## src/sleep_params.svh

```systemverilog
// Purpose: offsets, field positions, reset values and counts
// Assumes: byte addresses on a 32-bit Avalon-MM slave
// Notes: included by the sleep and oscillator gating block
//
// Operation
// - idle 0: stop cpu clock only
// - idle 1: stop cpu and system bus
// - idle 2: also stop peripheral bus clock
// - standby: stop cpu, buses, main clock
// - idle depth halts clocks despite masks
// - regulator normal in every idle level
// - wfi with deep select 0 enters idle
// - sleep after isr enters sleep on exit
// - unmasked interrupt wakes idle to active
// - standby keeps only requested or always-on
// - standby puts regulator and ram low-power
// - wfi with deep select 1 enters standby
// - asynchronous interrupt wakes from standby
// - after wake, priority mask picks isr
// - standby walk runs main clock only, no cpu or buses
// - on-request oscillator runs only when requested
// - keep-in-standby decides oscillator in standby
// - crystal mode bit selects pad usage
// - enable bit turns oscillator on
// - 32k control register field layout
// - lock bit blocks later 32k writes
// - delay_select_a code selects ultra-low-power cycle count
// - three 32k cycles before ready
`ifndef SLEEP_PARAMS_SVH
`define SLEEP_PARAMS_SVH

`define IDLE_CFG_OFS  8'h00
`define SYS_CTRL_OFS  8'h04
`define STATUS_OFS    8'h0C
`define MAIN_OSC_OFS  8'h10
`define OSC32K_OFS    8'h14
`define SBUS_MASK_OFS 8'h18
`define PBUS_MASK_OFS 8'h1C

`define MAIN_OSC_RST  16'h0080
`define OSC32K_RST    16'h0080
`define MAIN_OSC_WM   16'h00C6
`define OSC32K_WM     16'h17EE

`define B_LOCK        12
`define B_SU_HI       10
`define B_SU_LO       8
`define B_ONREQ       7
`define B_KEEP        6
`define B_AMP         5
`define B_OUT32       3
`define B_XTAL        2
`define B_EN          1
`define B_SLP_ISR     1
`define B_DEEP        2

`define SU_CYC_0      18'h00001
`define SU_CYC_1      18'h00020
`define SU_CYC_2      18'h00800
`define SU_CYC_3      18'h01000
`define SU_CYC_4      18'h04000
`define SU_CYC_5      18'h08000
`define SU_CYC_6      18'h10000
`define SU_CYC_7      18'h20000
`define SYNC_LAST     2'h2

`endif

```

## src/sleep_pkg.sv

```systemverilog
// Purpose: shared types of the sleep and oscillator gating block
// Assumes: nothing
// Notes: one-hot power states
package sleep_pkg;

  typedef enum logic [3:0] {
    ST_ACTIVE = 4'h1,
    ST_IDLE   = 4'h2,
    ST_STBY   = 4'h4,
    ST_WALK   = 4'h8
  } pm_state_t;

  typedef struct packed {
    logic cpu;
    logic sys_bus;
    logic periph_bus;
    logic main;
  } clk_gate_t;

  typedef struct packed {
    logic regulator_lp;
    logic ram_lp;
  } power_mode_t;

  typedef struct packed {
    logic main_osc;
    logic osc_32k;
  } osc_req_t;

endpackage

```

## src/sleep_osc_gating.sv

```systemverilog
// Purpose: sleep mode sequencing and oscillator gating
// Assumes: all inputs synchronous to sys_clk; ticks are 1-cycle pulses
// Notes: one wait state on every bus access
`include "sleep_params.svh"
`timescale 1ns/10ps
`default_nettype none

module sleep_osc_gating #(
  parameter int MASK_W = 8
) (
  input  wire logic                   sys_clk,
  input  wire logic                   rst_b,
  input  wire logic [7:0]             avs_address,
  input  wire logic                   avs_read,
  input  wire logic                   avs_write,
  input  wire logic [31:0]            avs_writedata,
  input  wire logic [3:0]             avs_byteenable,
  output logic [31:0]                 avs_readdata,
  output logic                        avs_waitrequest,
  input  wire logic                   wfi_exec,
  input  wire logic                   isr_exit_lowest,
  input  wire logic                   irq_wake,
  input  wire logic                   async_irq,
  input  wire logic                   irq_priority_mask,
  input  wire logic                   sleepwalk_req,
  input  wire sleep_pkg::osc_req_t    osc_req,
  input  wire logic                   ulp_32k_tick,
  input  wire logic                   ext_32k_tick,
  output sleep_pkg::clk_gate_t        clk_gate,
  output logic [MASK_W-1:0]           sys_bus_clk_en,
  output logic [MASK_W-1:0]           periph_bus_clk_en,
  output sleep_pkg::power_mode_t      power_mode,
  output sleep_pkg::osc_req_t         osc_run,
  output logic                        main_xtal_mode,
  output logic                        osc32k_xtal_mode,
  output logic                        osc32k_amp_ctrl,
  output logic                        osc32k_out_en,
  output logic                        osc32k_ready,
  output logic                        wake_pulse,
  output logic                        wake_take_isr
);
  import sleep_pkg::*;

  pm_state_t         state_ff;
  pm_state_t         nxt_state;
  logic              wake_ff;
  logic              nxt_wake;
  logic              isr_ff;
  logic              nxt_isr;
  logic [1:0]        idle_depth_ff;
  logic [1:0]        nxt_idle_depth;
  logic              sleep_isr_ff;
  logic              nxt_sleep_isr;
  logic              deep_ff;
  logic              nxt_deep;
  logic [15:0]       main_cfg_ff;
  logic [15:0]       nxt_main_cfg;
  logic [15:0]       x32_cfg_ff;
  logic [15:0]       nxt_x32_cfg;
  logic [MASK_W-1:0] sbus_mask_ff;
  logic [MASK_W-1:0] nxt_sbus_mask;
  logic [MASK_W-1:0] pbus_mask_ff;
  logic [MASK_W-1:0] nxt_pbus_mask;
  logic              ack_ff;
  logic              nxt_ack;
  logic [31:0]       rdata_ff;
  logic [31:0]       nxt_rdata;
  logic [17:0]       su_cnt_ff;
  logic [17:0]       nxt_su_cnt;
  logic [1:0]        sync_ff;
  logic [1:0]        nxt_sync;
  logic              rdy32_ff;
  logic              nxt_rdy32;
  logic              main_rdy_ff;
  logic              nxt_main_rdy;
  logic              wr_go;
  logic              sleep_go;
  logic              in_idle;
  logic              in_stby;
  logic [17:0]       su_target;

  function automatic logic [15:0] merge16(input logic [15:0] old,
                                          input logic [31:0] wd,
                                          input logic [3:0]  be,
                                          input logic [15:0] wm);
    logic [15:0] m;
    m = {be[1] ? wd[15:8] : old[15:8], be[0] ? wd[7:0] : old[7:0]};
    merge16 = m & wm;
  endfunction

  // oscillator run decision shared by both sources
  function automatic logic osc_on(input logic [15:0] cfg,
                                  input logic        req,
                                  input logic        stby);
    logic want;
    want = !cfg[`B_ONREQ] || req;
    osc_on = cfg[`B_EN] && want && (!stby || cfg[`B_KEEP]);
  endfunction

  function automatic logic [17:0] su_cycles(input logic [2:0] code);
    case (code)
      3'h0: su_cycles = `SU_CYC_0;
      3'h1: su_cycles = `SU_CYC_1;
      3'h2: su_cycles = `SU_CYC_2;
      3'h3: su_cycles = `SU_CYC_3;
      3'h4: su_cycles = `SU_CYC_4;
      3'h5: su_cycles = `SU_CYC_5;
      3'h6: su_cycles = `SU_CYC_6;
      default: su_cycles = `SU_CYC_7;
    endcase
  endfunction

  // bus slave: first cycle waits, second completes
  assign wr_go           = avs_write && ack_ff;
  assign avs_waitrequest = (avs_read || avs_write) && !ack_ff;
  assign avs_readdata    = rdata_ff;

  always_comb begin
    nxt_ack   = (avs_read || avs_write) && !ack_ff;
    nxt_rdata = rdata_ff;
    if (avs_read && !ack_ff) begin
      nxt_rdata = 32'h0000_0000;
      case (avs_address)
        `IDLE_CFG_OFS:  nxt_rdata[1:0] = idle_depth_ff;
        `SYS_CTRL_OFS: begin
          nxt_rdata[`B_SLP_ISR] = sleep_isr_ff;
          nxt_rdata[`B_DEEP]    = deep_ff;
        end
        `STATUS_OFS:    nxt_rdata[5:0] = {state_ff, rdy32_ff, main_rdy_ff};
        `MAIN_OSC_OFS:  nxt_rdata[15:0] = main_cfg_ff;
        `OSC32K_OFS:    nxt_rdata[15:0] = x32_cfg_ff;
        `SBUS_MASK_OFS: nxt_rdata[MASK_W-1:0] = sbus_mask_ff;
        `PBUS_MASK_OFS: nxt_rdata[MASK_W-1:0] = pbus_mask_ff;
        default:        nxt_rdata = 32'h0000_0000;
      endcase
    end
  end

  always_ff @(posedge sys_clk or negedge rst_b) begin
    if (!rst_b) begin
      ack_ff   <= 1'b0;
      rdata_ff <= 32'h0000_0000;
    end else begin
      ack_ff   <= nxt_ack;
      rdata_ff <= nxt_rdata;
    end
  end

  // software-visible configuration
  always_comb begin
    nxt_idle_depth = idle_depth_ff;
    nxt_sleep_isr  = sleep_isr_ff;
    nxt_deep       = deep_ff;
    nxt_main_cfg   = main_cfg_ff;
    nxt_x32_cfg    = x32_cfg_ff;
    nxt_sbus_mask  = sbus_mask_ff;
    nxt_pbus_mask  = pbus_mask_ff;
    if (wr_go && avs_byteenable[0]) begin
      case (avs_address)
        `IDLE_CFG_OFS:  nxt_idle_depth = avs_writedata[1:0];
        `SYS_CTRL_OFS: begin
          nxt_sleep_isr = avs_writedata[`B_SLP_ISR];
          nxt_deep      = avs_writedata[`B_DEEP];
        end
        `SBUS_MASK_OFS: nxt_sbus_mask = avs_writedata[MASK_W-1:0];
        `PBUS_MASK_OFS: nxt_pbus_mask = avs_writedata[MASK_W-1:0];
        default:        nxt_deep = deep_ff;
      endcase
    end
    if (wr_go && avs_address == `MAIN_OSC_OFS) begin
      nxt_main_cfg = merge16(main_cfg_ff, avs_writedata, avs_byteenable,
                             `MAIN_OSC_WM);
    end
    if (wr_go && avs_address == `OSC32K_OFS && !x32_cfg_ff[`B_LOCK]) begin
      nxt_x32_cfg = merge16(x32_cfg_ff, avs_writedata, avs_byteenable,
                            `OSC32K_WM);
    end
  end

  always_ff @(posedge sys_clk or negedge rst_b) begin
    if (!rst_b) begin
      idle_depth_ff <= 2'h0;
      sleep_isr_ff  <= 1'b0;
      deep_ff       <= 1'b0;
      main_cfg_ff   <= `MAIN_OSC_RST;
      x32_cfg_ff    <= `OSC32K_RST;
      sbus_mask_ff  <= '1;
      pbus_mask_ff  <= '1;
    end else begin
      idle_depth_ff <= nxt_idle_depth;
      sleep_isr_ff  <= nxt_sleep_isr;
      deep_ff       <= nxt_deep;
      main_cfg_ff   <= nxt_main_cfg;
      x32_cfg_ff    <= nxt_x32_cfg;
      sbus_mask_ff  <= nxt_sbus_mask;
      pbus_mask_ff  <= nxt_pbus_mask;
    end
  end

  // power state sequencing
  assign sleep_go = wfi_exec || (isr_exit_lowest && sleep_isr_ff);

  always_comb begin
    nxt_state = state_ff;
    nxt_wake  = 1'b0;
    unique case (state_ff)
      ST_ACTIVE: begin
        if (sleep_go) begin
          nxt_state = deep_ff ? ST_STBY : ST_IDLE;
        end
      end
      ST_IDLE: begin
        if (irq_wake || async_irq) begin
          nxt_state = ST_ACTIVE;
          nxt_wake  = 1'b1;
        end
      end
      ST_STBY: begin
        if (async_irq) begin
          nxt_state = ST_ACTIVE;
          nxt_wake  = 1'b1;
        end else if (sleepwalk_req) begin
          nxt_state = ST_WALK;
        end
      end
      ST_WALK: begin
        if (async_irq) begin
          nxt_state = ST_ACTIVE;
          nxt_wake  = 1'b1;
        end else if (!sleepwalk_req) begin
          nxt_state = ST_STBY;
        end
      end
    endcase
    nxt_isr = nxt_wake && !irq_priority_mask;
  end

  always_ff @(posedge sys_clk or negedge rst_b) begin
    if (!rst_b) begin
      state_ff <= ST_ACTIVE;
      wake_ff  <= 1'b0;
      isr_ff   <= 1'b0;
    end else begin
      state_ff <= nxt_state;
      wake_ff  <= nxt_wake;
      isr_ff   <= nxt_isr;
    end
  end

  assign wake_pulse    = wake_ff;
  assign wake_take_isr = isr_ff;

  // clock and power gating
  assign in_idle = (state_ff == ST_IDLE);
  assign in_stby = (state_ff == ST_STBY) || (state_ff == ST_WALK);

  always_comb begin
    clk_gate.cpu        = (state_ff == ST_ACTIVE);
    clk_gate.sys_bus    = clk_gate.cpu
                          || (in_idle && idle_depth_ff == 2'h0);
    clk_gate.periph_bus = clk_gate.cpu
                          || (in_idle && idle_depth_ff < 2'h2);
    clk_gate.main       = (state_ff != ST_STBY);
    // halted bus clocks ignore the masks
    sys_bus_clk_en      = sbus_mask_ff & {MASK_W{clk_gate.sys_bus}};
    periph_bus_clk_en   = pbus_mask_ff & {MASK_W{clk_gate.periph_bus}};
    power_mode.regulator_lp = (state_ff == ST_STBY);
    power_mode.ram_lp       = (state_ff == ST_STBY);
    osc_run.main_osc = osc_on(main_cfg_ff, osc_req.main_osc,
                              in_stby);
    osc_run.osc_32k  = osc_on(x32_cfg_ff, osc_req.osc_32k,
                              in_stby);
  end

  assign main_xtal_mode   = main_cfg_ff[`B_XTAL];
  assign osc32k_xtal_mode = x32_cfg_ff[`B_XTAL];
  assign osc32k_amp_ctrl  = x32_cfg_ff[`B_AMP];
  assign osc32k_out_en    = x32_cfg_ff[`B_OUT32] && osc_run.osc_32k;
  assign osc32k_ready     = rdy32_ff;

  // 32k start-up: ultra-low-power ticks, then 3 crystal ticks
  assign su_target = su_cycles(x32_cfg_ff[`B_SU_HI:`B_SU_LO]);

  always_comb begin
    nxt_su_cnt   = su_cnt_ff;
    nxt_sync     = sync_ff;
    nxt_rdy32    = rdy32_ff;
    nxt_main_rdy = osc_run.main_osc;
    if (!osc_run.osc_32k) begin
      nxt_su_cnt = 18'h00000;
      nxt_sync   = 2'h0;
      nxt_rdy32  = 1'b0;
    end else if (su_cnt_ff < su_target) begin
      if (ulp_32k_tick) begin
        nxt_su_cnt = su_cnt_ff + 18'h00001;
      end
    end else if (!rdy32_ff && ext_32k_tick) begin
      if (sync_ff == `SYNC_LAST) begin
        nxt_rdy32 = 1'b1;
      end else begin
        nxt_sync = sync_ff + 2'h1;
      end
    end
  end

  always_ff @(posedge sys_clk or negedge rst_b) begin
    if (!rst_b) begin
      su_cnt_ff   <= 18'h00000;
      sync_ff     <= 2'h0;
      rdy32_ff    <= 1'b0;
      main_rdy_ff <= 1'b0;
    end else begin
      su_cnt_ff   <= nxt_su_cnt;
      sync_ff     <= nxt_sync;
      rdy32_ff    <= nxt_rdy32;
      main_rdy_ff <= nxt_main_rdy;
    end
  end
endmodule

`default_nettype wire

```

## config.mk

```make
export PLATFORM = sky130hd
export DESIGN_NAME = sleep_osc_gating
export DESIGN_NICKNAME = d
export VERILOG_FILES = /design/src/sleep_pkg.sv /design/src/sleep_osc_gating.sv
export VERILOG_INCLUDE_DIRS = /design/src
export SDC_FILE = /design/constraint.sdc
export NUM_CORES = 1
export LEC_CHECK = 0
export BUFFER_PORTS_ARGS = -buffer_cell sky130_fd_sc_hd__buf_2
export CAP_MARGIN = 15
export CORE_ASPECT_RATIO = 1.25
export CORE_MARGIN = 5
export CORE_UTILIZATION = 30
export DETAILED_ROUTE_END_ITERATION = 6
export SLEW_MARGIN = 20
export SYNTH_ARGS = -nofsm -noshare
export SYNTH_HDL_FRONTEND = slang
export SYNTH_SLANG_ARGS = --single-unit
```

## constraint.sdc

```tcl
create_clock -name sys_clk -period 4.4 [get_ports sys_clk]
set_input_delay 0.88 -clock sys_clk [delete_from_list [all_inputs] [get_ports sys_clk]]
set_output_delay 0.88 -clock sys_clk [all_outputs]
set_load 0.01 [all_outputs]
```

==> run summary, run 1 <==
outcome - completed
Global Route Usage Sum - 13.7%
Layout Area Growth over Synthesis - 18.3%
post_cts resized - 0
Worst Setup Start Kind - flop
DRT Pass-1 Iters - 4
largest area contributor in the netlist - dfrtp_1
post-synthesis cell type count - 54
Worst Path Required - 3.52 ns
fraction of registers with async set/reset - 100%
cts hold-fix bufs - 0
Clock Tree Buf Depth - 2
total grt overflow - 0
most common cell in the netlist - dfrtp_1
final setup vio count - 0
CP arrival - 2.66 ns
Boundary Pins - 122
final hold violation count - 0
Worst Skew - 0.00631 ns
drt total wl - 11,100 um
Setup WS pre-CTS - 1.15 ns
IO Port Bufs - 79
Worst Reg-to-Reg Cells - 8
Hold Path Origin - avs_readdata[12]$_DFFE_PN0P_
R2R Setup Slk - 1.48 ns
DIE HEIGHT - 142 um
Max VDD drop - 303 uV
Core Region - 13,800 um^2
number of flops mapped to enable cells by yosys - 0
synth top area cells - dfrtp_1, dfstp_2, mux2_2
TritonCTS Buffers - 9
PwrDens - 351 nW/um^2
clk_lat worst skew - 0.33 ns
worst flop-to-flop path endpoint - sync_ff[1]$_DFFE_PN0P_
postcts setup bufs - 0
ANT cells - 0
post-placement cell area - 4680 um^2
worst r2r src - x32_cfg_ff[9]$_DFFE_PN0P_
initial antenna violation count - 0
Min-Delay Path Depth - 2
min cycle time layout - 3.54 ns
Syn Inst Count - 422
top-area cell type share of the netlist area - 33.3%
Root Driver - clkbuf_16
row cnt - 48
area of the die - 16,500 um^2
post-route setup slack - 0.863 ns
Final Cycle Share - 80.4%
CTS H-tree lvls - 3
Mean Syn Cell Area - 9.98 um^2
layout cells sized above 1 - 31.7%
first-pass GRT wire length - 18,000 um
hold crit path type - reg2reg
setup TNS - 0 ns
fillcell total - 1,399
Post-DP HPWL - 8360 um
GPL Wtd Cong - 0.842
DRT antenna net count - 0
via count of the first global-routing pass - 3,469
Slew HR - 37.1%
Net count, final - 561
unrepaired setup endpoints after global routing - no
#FFs+latches synth - 75
Vias - 3,507
crit-path max FO - 9
Worst-Margin Slew - 0.931 ns
WL/cell - 16.5 um
CTS tree - built
Die Width - 116 um
vias per cell - 5.20
leakage power - 2.34 nW
fin. max-slew vios - 0
Clock Sinks - 75
Max Cap Viol - 0
largest net degree at the start of global routing - 36
WHS Endpoint - avs_readdata[12]$_DFFE_PN0P_
Fmax - 283 MHz
design area - 4980 um^2
synthesized area - 4210 um^2
YS warnings - 0
DRC violations left - 0
initial drt markers - 151
crit end category - output pin
clk slew on worst S/H paths - 0.06 ns
initial core utilization - 30.5%
Synth Flop Type - dfrtp_1
register area share after synthesis - 45.1%
Crit Path Class - reg2out
Commonest cells post-synth - dfrtp_1, nand2_1, mux2_2
==> worst max-delay path by stage <==
| stage | slack [ns] | endpoint | start | cells after the start |
|---|---|---|---|---|
| 2_1_floorplan | 1.42 | sys_bus_clk_en[0] | state_ff[3]$_DFFE_PN0P_ | 4 |
| 3_3_place_gp | 1.21 | periph_bus_clk_en[3] | state_ff[3]$_DFFE_PN0P_ | 4 |
| 3_5_place_dp | 1.15 | pbus_mask_ff[3]$_DFFE_PN1P_ | avs_address[4] | 5 |
| 4_1_cts | 0.81 | periph_bus_clk_en[3] | state_ff[3]$_DFFE_PN0P_ | 4 |
| 5_1_grt | 0.73 | periph_bus_clk_en[7] | state_ff[3]$_DFFE_PN0P_ | 4 |
| 6_report | 0.86 | periph_bus_clk_en[3] | state_ff[3]$_DFFE_PN0P_ | 4 |
==> final cells by class <==
| class | instances | area [um^2] | area share, % |
|---|---|---|---|
| multi-input combinational | 312 | 2080 | 41.8 |
| tap | 175 | 219 | 4.40 |
| sequential | 75 | 1900 | 38.2 |
| timing repair buffer | 85 | 440 | 8.84 |
| clock buffer | 14 | 264 | 5.30 |
| clock inverter | 2 | 35.0 | 0.703 |
| inverter | 11 | 41.3 | 0.829 |
==> cells by family after synthesis <==
logic type | count (synthesis) | share of synthesized area, %
XOR/XNOR | 1 | 0.208
buffers and inverters | 54 | 7.13
flip-flops | 75 | 45.1
other | 1 | 0.0891
AND/OR/NAND/NOR | 159 | 21.0
AO/OA/AOI/OAI | 84 | 13.5
adder cells (fa/ha/maj) | 9 | 2.67
multiplexers | 39 | 10.3
==> registers in the layout, summed over array words and instances (netlist names), 2 cells and up <==
register and cells:
sbus_mask_ff 8, idle_depth_ff 2, state_ff 4, su_cnt_ff 18, avs_readdata 12, main_cfg_ff 4
pbus_mask_ff 8, x32_cfg_ff 10, sync_ff 2
==> layer usage <==
layer  vias up  GRT usage (%)  part of all wire, %
li1       1663              -                    -
met1      1715           16.8                   42
met2       104           23.2                   50
met3        25           1.91                  4.7
met4         0           6.96                  3.4
met5         -              0                    0
==> cells in the final DEF, fill, tap and decap left out, types with 14 or more instances in the layout <==
cell      n
and2_1   19
o31ai_1  16
dfstp_2  19
nor2_1   14
buf_2    79
nand2_1  39
dfrtp_1  56
a21oi_1  23
conb_1   20
nand3_1  22
mux2_2   34
==> critical path, cell delays in order (launching register included) <==
cell and delay, ns:
dfrtp_1 0.44, or4b_2 0.78, o21ai_1 0.72, and2_1 0.24, buf_2 0.14
==> per-stage QoR <==
step / utilization, % / power [W] / cells / hold slack [ns]
2_1_floorplan: - / 0.000896 / 441 / 0.457
3_3_place_gp: 33.9 / 0.00101 / 658 / 0.451
3_5_place_dp: 33.9 / 0.00102 / 658 / 0.450
4_1_cts: 36.1 / 0.00177 / 674 / 0.464
5_1_grt: 36.1 / 0.00182 / 674 / 0.496
6_report: 36.1 / 0.00175 / 674 / 0.457
==> where the power goes <==
part | switching (W) | total [W] | internal (W)
Sequential | 0.0000203 | 0.000742 | 0.000721
Clock | 0.000272 | 0.000742 | 0.000470
Combinational | 0.000177 | 0.000263 | 0.0000853
Total | 0.000470 | 0.00175 | 0.00128
(Power assumes the default switching activity.)
==> run 2, diff against run 1 <==
Clock period 4.4 ns to 3 ns, I/O delays scaled along.
==> run 2 against run 1 <==
Compared with the run above: combinational power up 68%; highest routed layer unchanged; utilization up 0.62 points; critical path type unchanged; global-route usage up 0.46 points; final area up 1.7%; worst hold slack worse by 0.19 ns.
==> run summary, run 2 (same netlist as run 1, synthesis figures left out) <==
CP arrival - 2.28 ns
Max Cap Viol - 0
Worst-Margin Slew - 0.620 ns
post_cts resized - 0
Root Driver - clkbuf_16
register ranked first by flip-flop count - su_cnt_ff
unrepaired setup endpoints after global routing - no
Most common cell on crit path - or2_2
row cnt - 48
worst r2r src - x32_cfg_ff[8]$_DFFE_PN0P_
Slew HR - 58.3%
CTS tree - built
Vias - 3,568
outcome - completed
largest net degree at the start of global routing - 76
min cycle time layout - 2.88 ns
CTS H-tree lvls - 3
hold crit path type - in2async
Post-DP HPWL - 8630 um
crit end category - output pin
WL/cell - 16.5 um
Crit Path Class - reg2out
Die Width - 116 um
DIE HEIGHT - 142 um
ANT cells - 0
clk_lat worst skew - 0.33 ns
Core Region - 13,800 um^2
cts hold-fix bufs - 0
total grt overflow - 0
area of the die - 16,500 um^2
Layout Area Growth over Synthesis - 20.3%
CP Cell Sequence - or2_2, or2_2, o211ai_1, inv_1, and2_1, buf_2
IO Port Bufs - 79
via count of the first global-routing pass - 3,634
Net count, final - 572
Worst Reg-to-Reg Cells - 7
final setup vio count - 0
vias per cell - 5.21
Slowest cell on crit path - dfrtp_1
Worst Setup Start Kind - flop
clk slew on worst S/H paths - 0.06 ns
Final Total Pwr - 0.00253 W
TritonCTS Buffers - 9
most frequent cells in the layout - buf_2, dfrtp_1, nand2_1
Clock Sinks - 75
Global Route Usage Sum - 14.2%
DRT Pass-1 Iters - 4
Worst Skew - 0.00593 ns
Boundary Pins - 122
GPL Wtd Cong - 0.846
postcts setup bufs - 0
Final Cycle Share - 96.0%
DRC violations left - 0
fin. max-slew vios - 0
Fmax - 347 MHz
leakage power - 2.40 nW
setup TNS - 0 ns
commonest non-fill, non-tap cell in the layout - buf_2
first-pass GRT wire length - 18,600 um
initial antenna violation count - 0
max reg flops - 18
initial core utilization - 30.5%
R2R Setup Slk - 0.26 ns
crit-path max FO - 11
hold_ws - 0.264 ns
PwrDens - 500 nW/um^2
Worst Path Required - 2.40 ns
crit-path max cell delay - 0.42 ns
final hold violation count - 0
worst flop-to-flop path endpoint - su_cnt_ff[15]$_DFFE_PN0P_
layout cells sized above 1 - 33.9%
drt total wl - 11,300 um
Clock Tree Buf Depth - 2
DRT antenna net count - 0
Max VDD drop - 408 uV
initial drt markers - 125
-- run 2: worst max-delay path by stage --
stage	startpoint	to	slack, ns	cells after the start
2_1_floorplan	state_ff[3]$_DFFE_PN0P_	sys_bus_clk_en[0]	0.30	4
3_3_place_gp	x32_cfg_ff[8]$_DFFE_PN0P_	su_cnt_ff[17]$_DFFE_PN0P_	0.39	7
3_5_place_dp	x32_cfg_ff[8]$_DFFE_PN0P_	su_cnt_ff[15]$_DFFE_PN0P_	0.30	7
4_1_cts	state_ff[3]$_DFFE_PN0P_	sys_bus_clk_en[7]	0.03	5
5_1_grt	state_ff[1]$_DFFE_PN0P_	osc32k_out_en	0.01	6
6_report	state_ff[1]$_DFFE_PN0P_	osc32k_out_en	0.12	6
-- run 2: area by class of cell --
| class | instances | area [um^2] |
|---|---|---|
| fillers | 1411 | 8750 |
| multi-input cells | 312 | 2090 |
| flip-flops and latches | 75 | 1900 |
| repair buffers | 96 | 536 |
| clock buffers | 11 | 253 |
| well taps | 175 | 219 |
| inverters | 11 | 41.3 |
| clock inverters | 5 | 27.5 |
-- run 2: report_power, final --
group,switching (W),internal [W]
sequential,0.0000339,0.00106
clock,0.000403,0.000599
combinational,0.000266,0.000175
total,0.000703,0.00183
-- run 2: critical path: cells and delay by family (launching register included) --
family	cells	cell delay, ns
flops	1	0.42
compound gates	1	0.22
simple gates	3	0.94
buf+inv	2	0.37
-- run 2: per-layer routing --
metal / up-vias / wire, um / part of all wire, % / global-route usage (%)
met5: - / 0 / 0 / 0
met4: 0 / 233 / 2.1 / 5.07
met3: 18 / 518 / 4.6 / 2.64
met2: 107 / 6070 / 54 / 25.4
met1: 1763 / 4480 / 40 / 16.7
li1: 1680 / - / - / -
-- run 2: per-stage QoR --
| stage | instances | setup slack (ns) | utilization, % | area [um^2] |
|---|---|---|---|---|
| CTS | 685 | 0.0289 | 36.6 | 5060 |
| global placement | 669 | 0.386 | 34.6 | 4780 |
| finish | 685 | 0.120 | 36.7 | 5070 |
| floorplan | 441 | 0.300 | - | 4280 |
| detailed placement | 669 | 0.303 | 34.6 | 4780 |
| global route | 685 | 0.0104 | 36.7 | 5070 |
==> run 3, diff against run 2 <==
Settings changed: CORE_UTILIZATION 30 to 23, PLACE_DENSITY set to 0.5.
Clock period 3 ns to 2.8 ns, I/O delays scaled along.
==> run 3 against run 2 <==
Compared with the run above: total power grew 8.0%; routed wire length grew 4.6%; die area grew 28%; global-route usage shrank 2.4 points; critical endpoint is now sys_bus_clk_en[4]; largest power group unchanged.
==> run summary, run 3 (same netlist as run 1, synthesis figures left out) <==
worst flop-to-flop path endpoint - su_cnt_ff[5]$_DFFE_PN0P_
outcome - completed
Clock Tree Buf Depth - 2
Net count, final - 578
clk_lat worst skew - 0.34 ns
Boundary Pins - 122
DRT antenna net count - 0
drt total wl - 11,800 um
most frequent cells in the layout - buf_2, dfrtp_1, nand2_1
FF/Latch Area - 1900 um^2
initial core utilization - 23.4%
row cnt - 55
post-route insts no fill - 744
crit end category - output pin
Setup WS pre-CTS - 0.142 ns
clk slew on worst S/H paths - 0.06 ns
Clock Sinks - 75
DRT Pass-1 Iters - 4
first-pass GRT wire length - 19,800 um
CP arrival - 2.10 ns
leakage power - 2.43 nW
final core utilization - 28.7%
hold crit path type - in2async
WL/cell - 15.9 um
Layout Area Growth over Synthesis - 23.1%
CTS tree - built
post-route setup slack - 0.138 ns
layout cells sized above 1 - 34.5%
hold_ws - 0.236 ns
fillcell total - 1,935
Slowest cell on crit path - or4b_4
IO Port Bufs - 79
initial antenna violation count - 0
Max VDD drop - 374 uV
Core Region - 18,000 um^2
worst r2r src - x32_cfg_ff[10]$_DFFE_PN0P_
DIE HEIGHT - 161 um
Final Cycle Share - 95.1%
crit-path max cell delay - 0.61 ns
total grt overflow - 0
Post-DP HPWL - 9080 um
fin. max-slew vios - 0
PwrDens - 528 nW/um^2
ANT cells - 0
Worst Skew - 0.00674 ns
initial drt markers - 103
Vias - 3,582
Worst Setup Start Kind - flop
Global Route Usage Sum - 11.7%
final setup vio count - 0
Worst-Margin Slew - 0.618 ns
unrepaired setup endpoints after global routing - no
largest net degree at the start of global routing - 76
setup TNS - 0 ns
CP Cell Sequence - or4b_4, o31ai_2, buf_4, and2_1, buf_2
Die Width - 131 um
crit-path max FO - 7
TritonCTS Buffers - 9
max reg flops - 18
vias per cell - 4.81
via count of the first global-routing pass - 3,804
Fmax - 376 MHz
Slew HR - 58.4%
Worst Reg-to-Reg Cells - 8
R2R Setup Slk - 0.20 ns
Worst Path Required - 2.24 ns
min cycle time layout - 2.66 ns
Max Cap Viol - 0
CTS H-tree lvls - 3
commonest non-fill, non-tap cell in the layout - buf_2
Multi-input gate area - 2090 um^2
placed insts - 726
Crit Path Class - reg2out
DRC violations left - 0
Root Driver - clkbuf_16
GPL Wtd Cong - 0.881
register ranked first by flip-flop count - su_cnt_ff
final hold violation count - 0
area of the die - 21,100 um^2
-- run 3: cell count changes in the layout (fill, tap and decap cells not counted) --
cell / delta
buf_4: +6
clkbuf_1: +1
clkinv_2: -2
clkinvlp_4: +1
or2_2: -1
or2_4: +1
-- run 3: stage by stage --
step                      power, W  area (um^2)
final                      0.00274         5180
after global routing       0.00288         5180
after CTS                  0.00277         5160
after detailed placement   0.00164         4870
after global placement     0.00163         4870
after floorplan            0.00141         4280
-- run 3: repair_timing --
action,CTS,global route
endpoints found under the hold margin,0,0
setup buffers,0,2
gates resized for setup,2,1
setup endpoints to repair,8,5
hold buffers,0,0
pin swaps,0,2
-- run 3: worst max-delay path by stage --
| stage | start | end | slack [ns] | cells past startpoint |
|---|---|---|---|---|
| floorplan | state_ff[3]$_DFFE_PN0P_ | sys_bus_clk_en[0] | 0.14 | 4 |
| global placement | x32_cfg_ff[10]$_DFFE_PN0P_ | su_cnt_ff[15]$_DFFE_PN0P_ | 0.20 | 7 |
| detailed placement | x32_cfg_ff[10]$_DFFE_PN0P_ | su_cnt_ff[17]$_DFFE_PN0P_ | 0.14 | 7 |
| CTS | state_ff[1]$_DFFE_PN0P_ | osc_run[0] | 0.09 | 6 |
| global route | state_ff[3]$_DFFE_PN0P_ | sys_bus_clk_en[6] | 0.02 | 5 |
| finish | state_ff[3]$_DFFE_PN0P_ | sys_bus_clk_en[4] | 0.14 | 5 |
-- run 3: metal layers --
metal | up-vias | global-route usage (%) | share of wire [%] | wire length (um)
met5 | - | 0 | 0 | 0
met4 | 0 | 2.95 | 0.87 | 103
met3 | 10 | 2.78 | 5.1 | 600
met2 | 111 | 20.2 | 51 | 5980
met1 | 1758 | 14.7 | 43 | 5140
li1 | 1703 | - | - | -
-- run 3: critical path, delay by kind of cell, from the launching register on --
kind | cells | cell delay, ns
DFF | 1 | 0.45
buffers and inverters | 2 | 0.32
and+or+nand+nor | 2 | 0.75
AOI/OAI and AO/OA | 1 | 0.24
-- run 3: area by class of cell --
type,instances,area share [%]
clock inverter,4,0.483
timing repair buffer,102,11.2
multi-input combinational,312,40.4
tap,228,5.51
clock buffer,12,4.95
inverter,11,0.797
sequential,75,36.7
-- run 3: where the power goes --
part           total, W  switching, W  leakage, nW  internal (W)
Sequential      0.00117     0.0000382        0.968       0.00113
Combinational  0.000463      0.000274         1.33      0.000189
Clock           0.00110      0.000456        0.135      0.000646
Total           0.00274      0.000769         2.43       0.00197
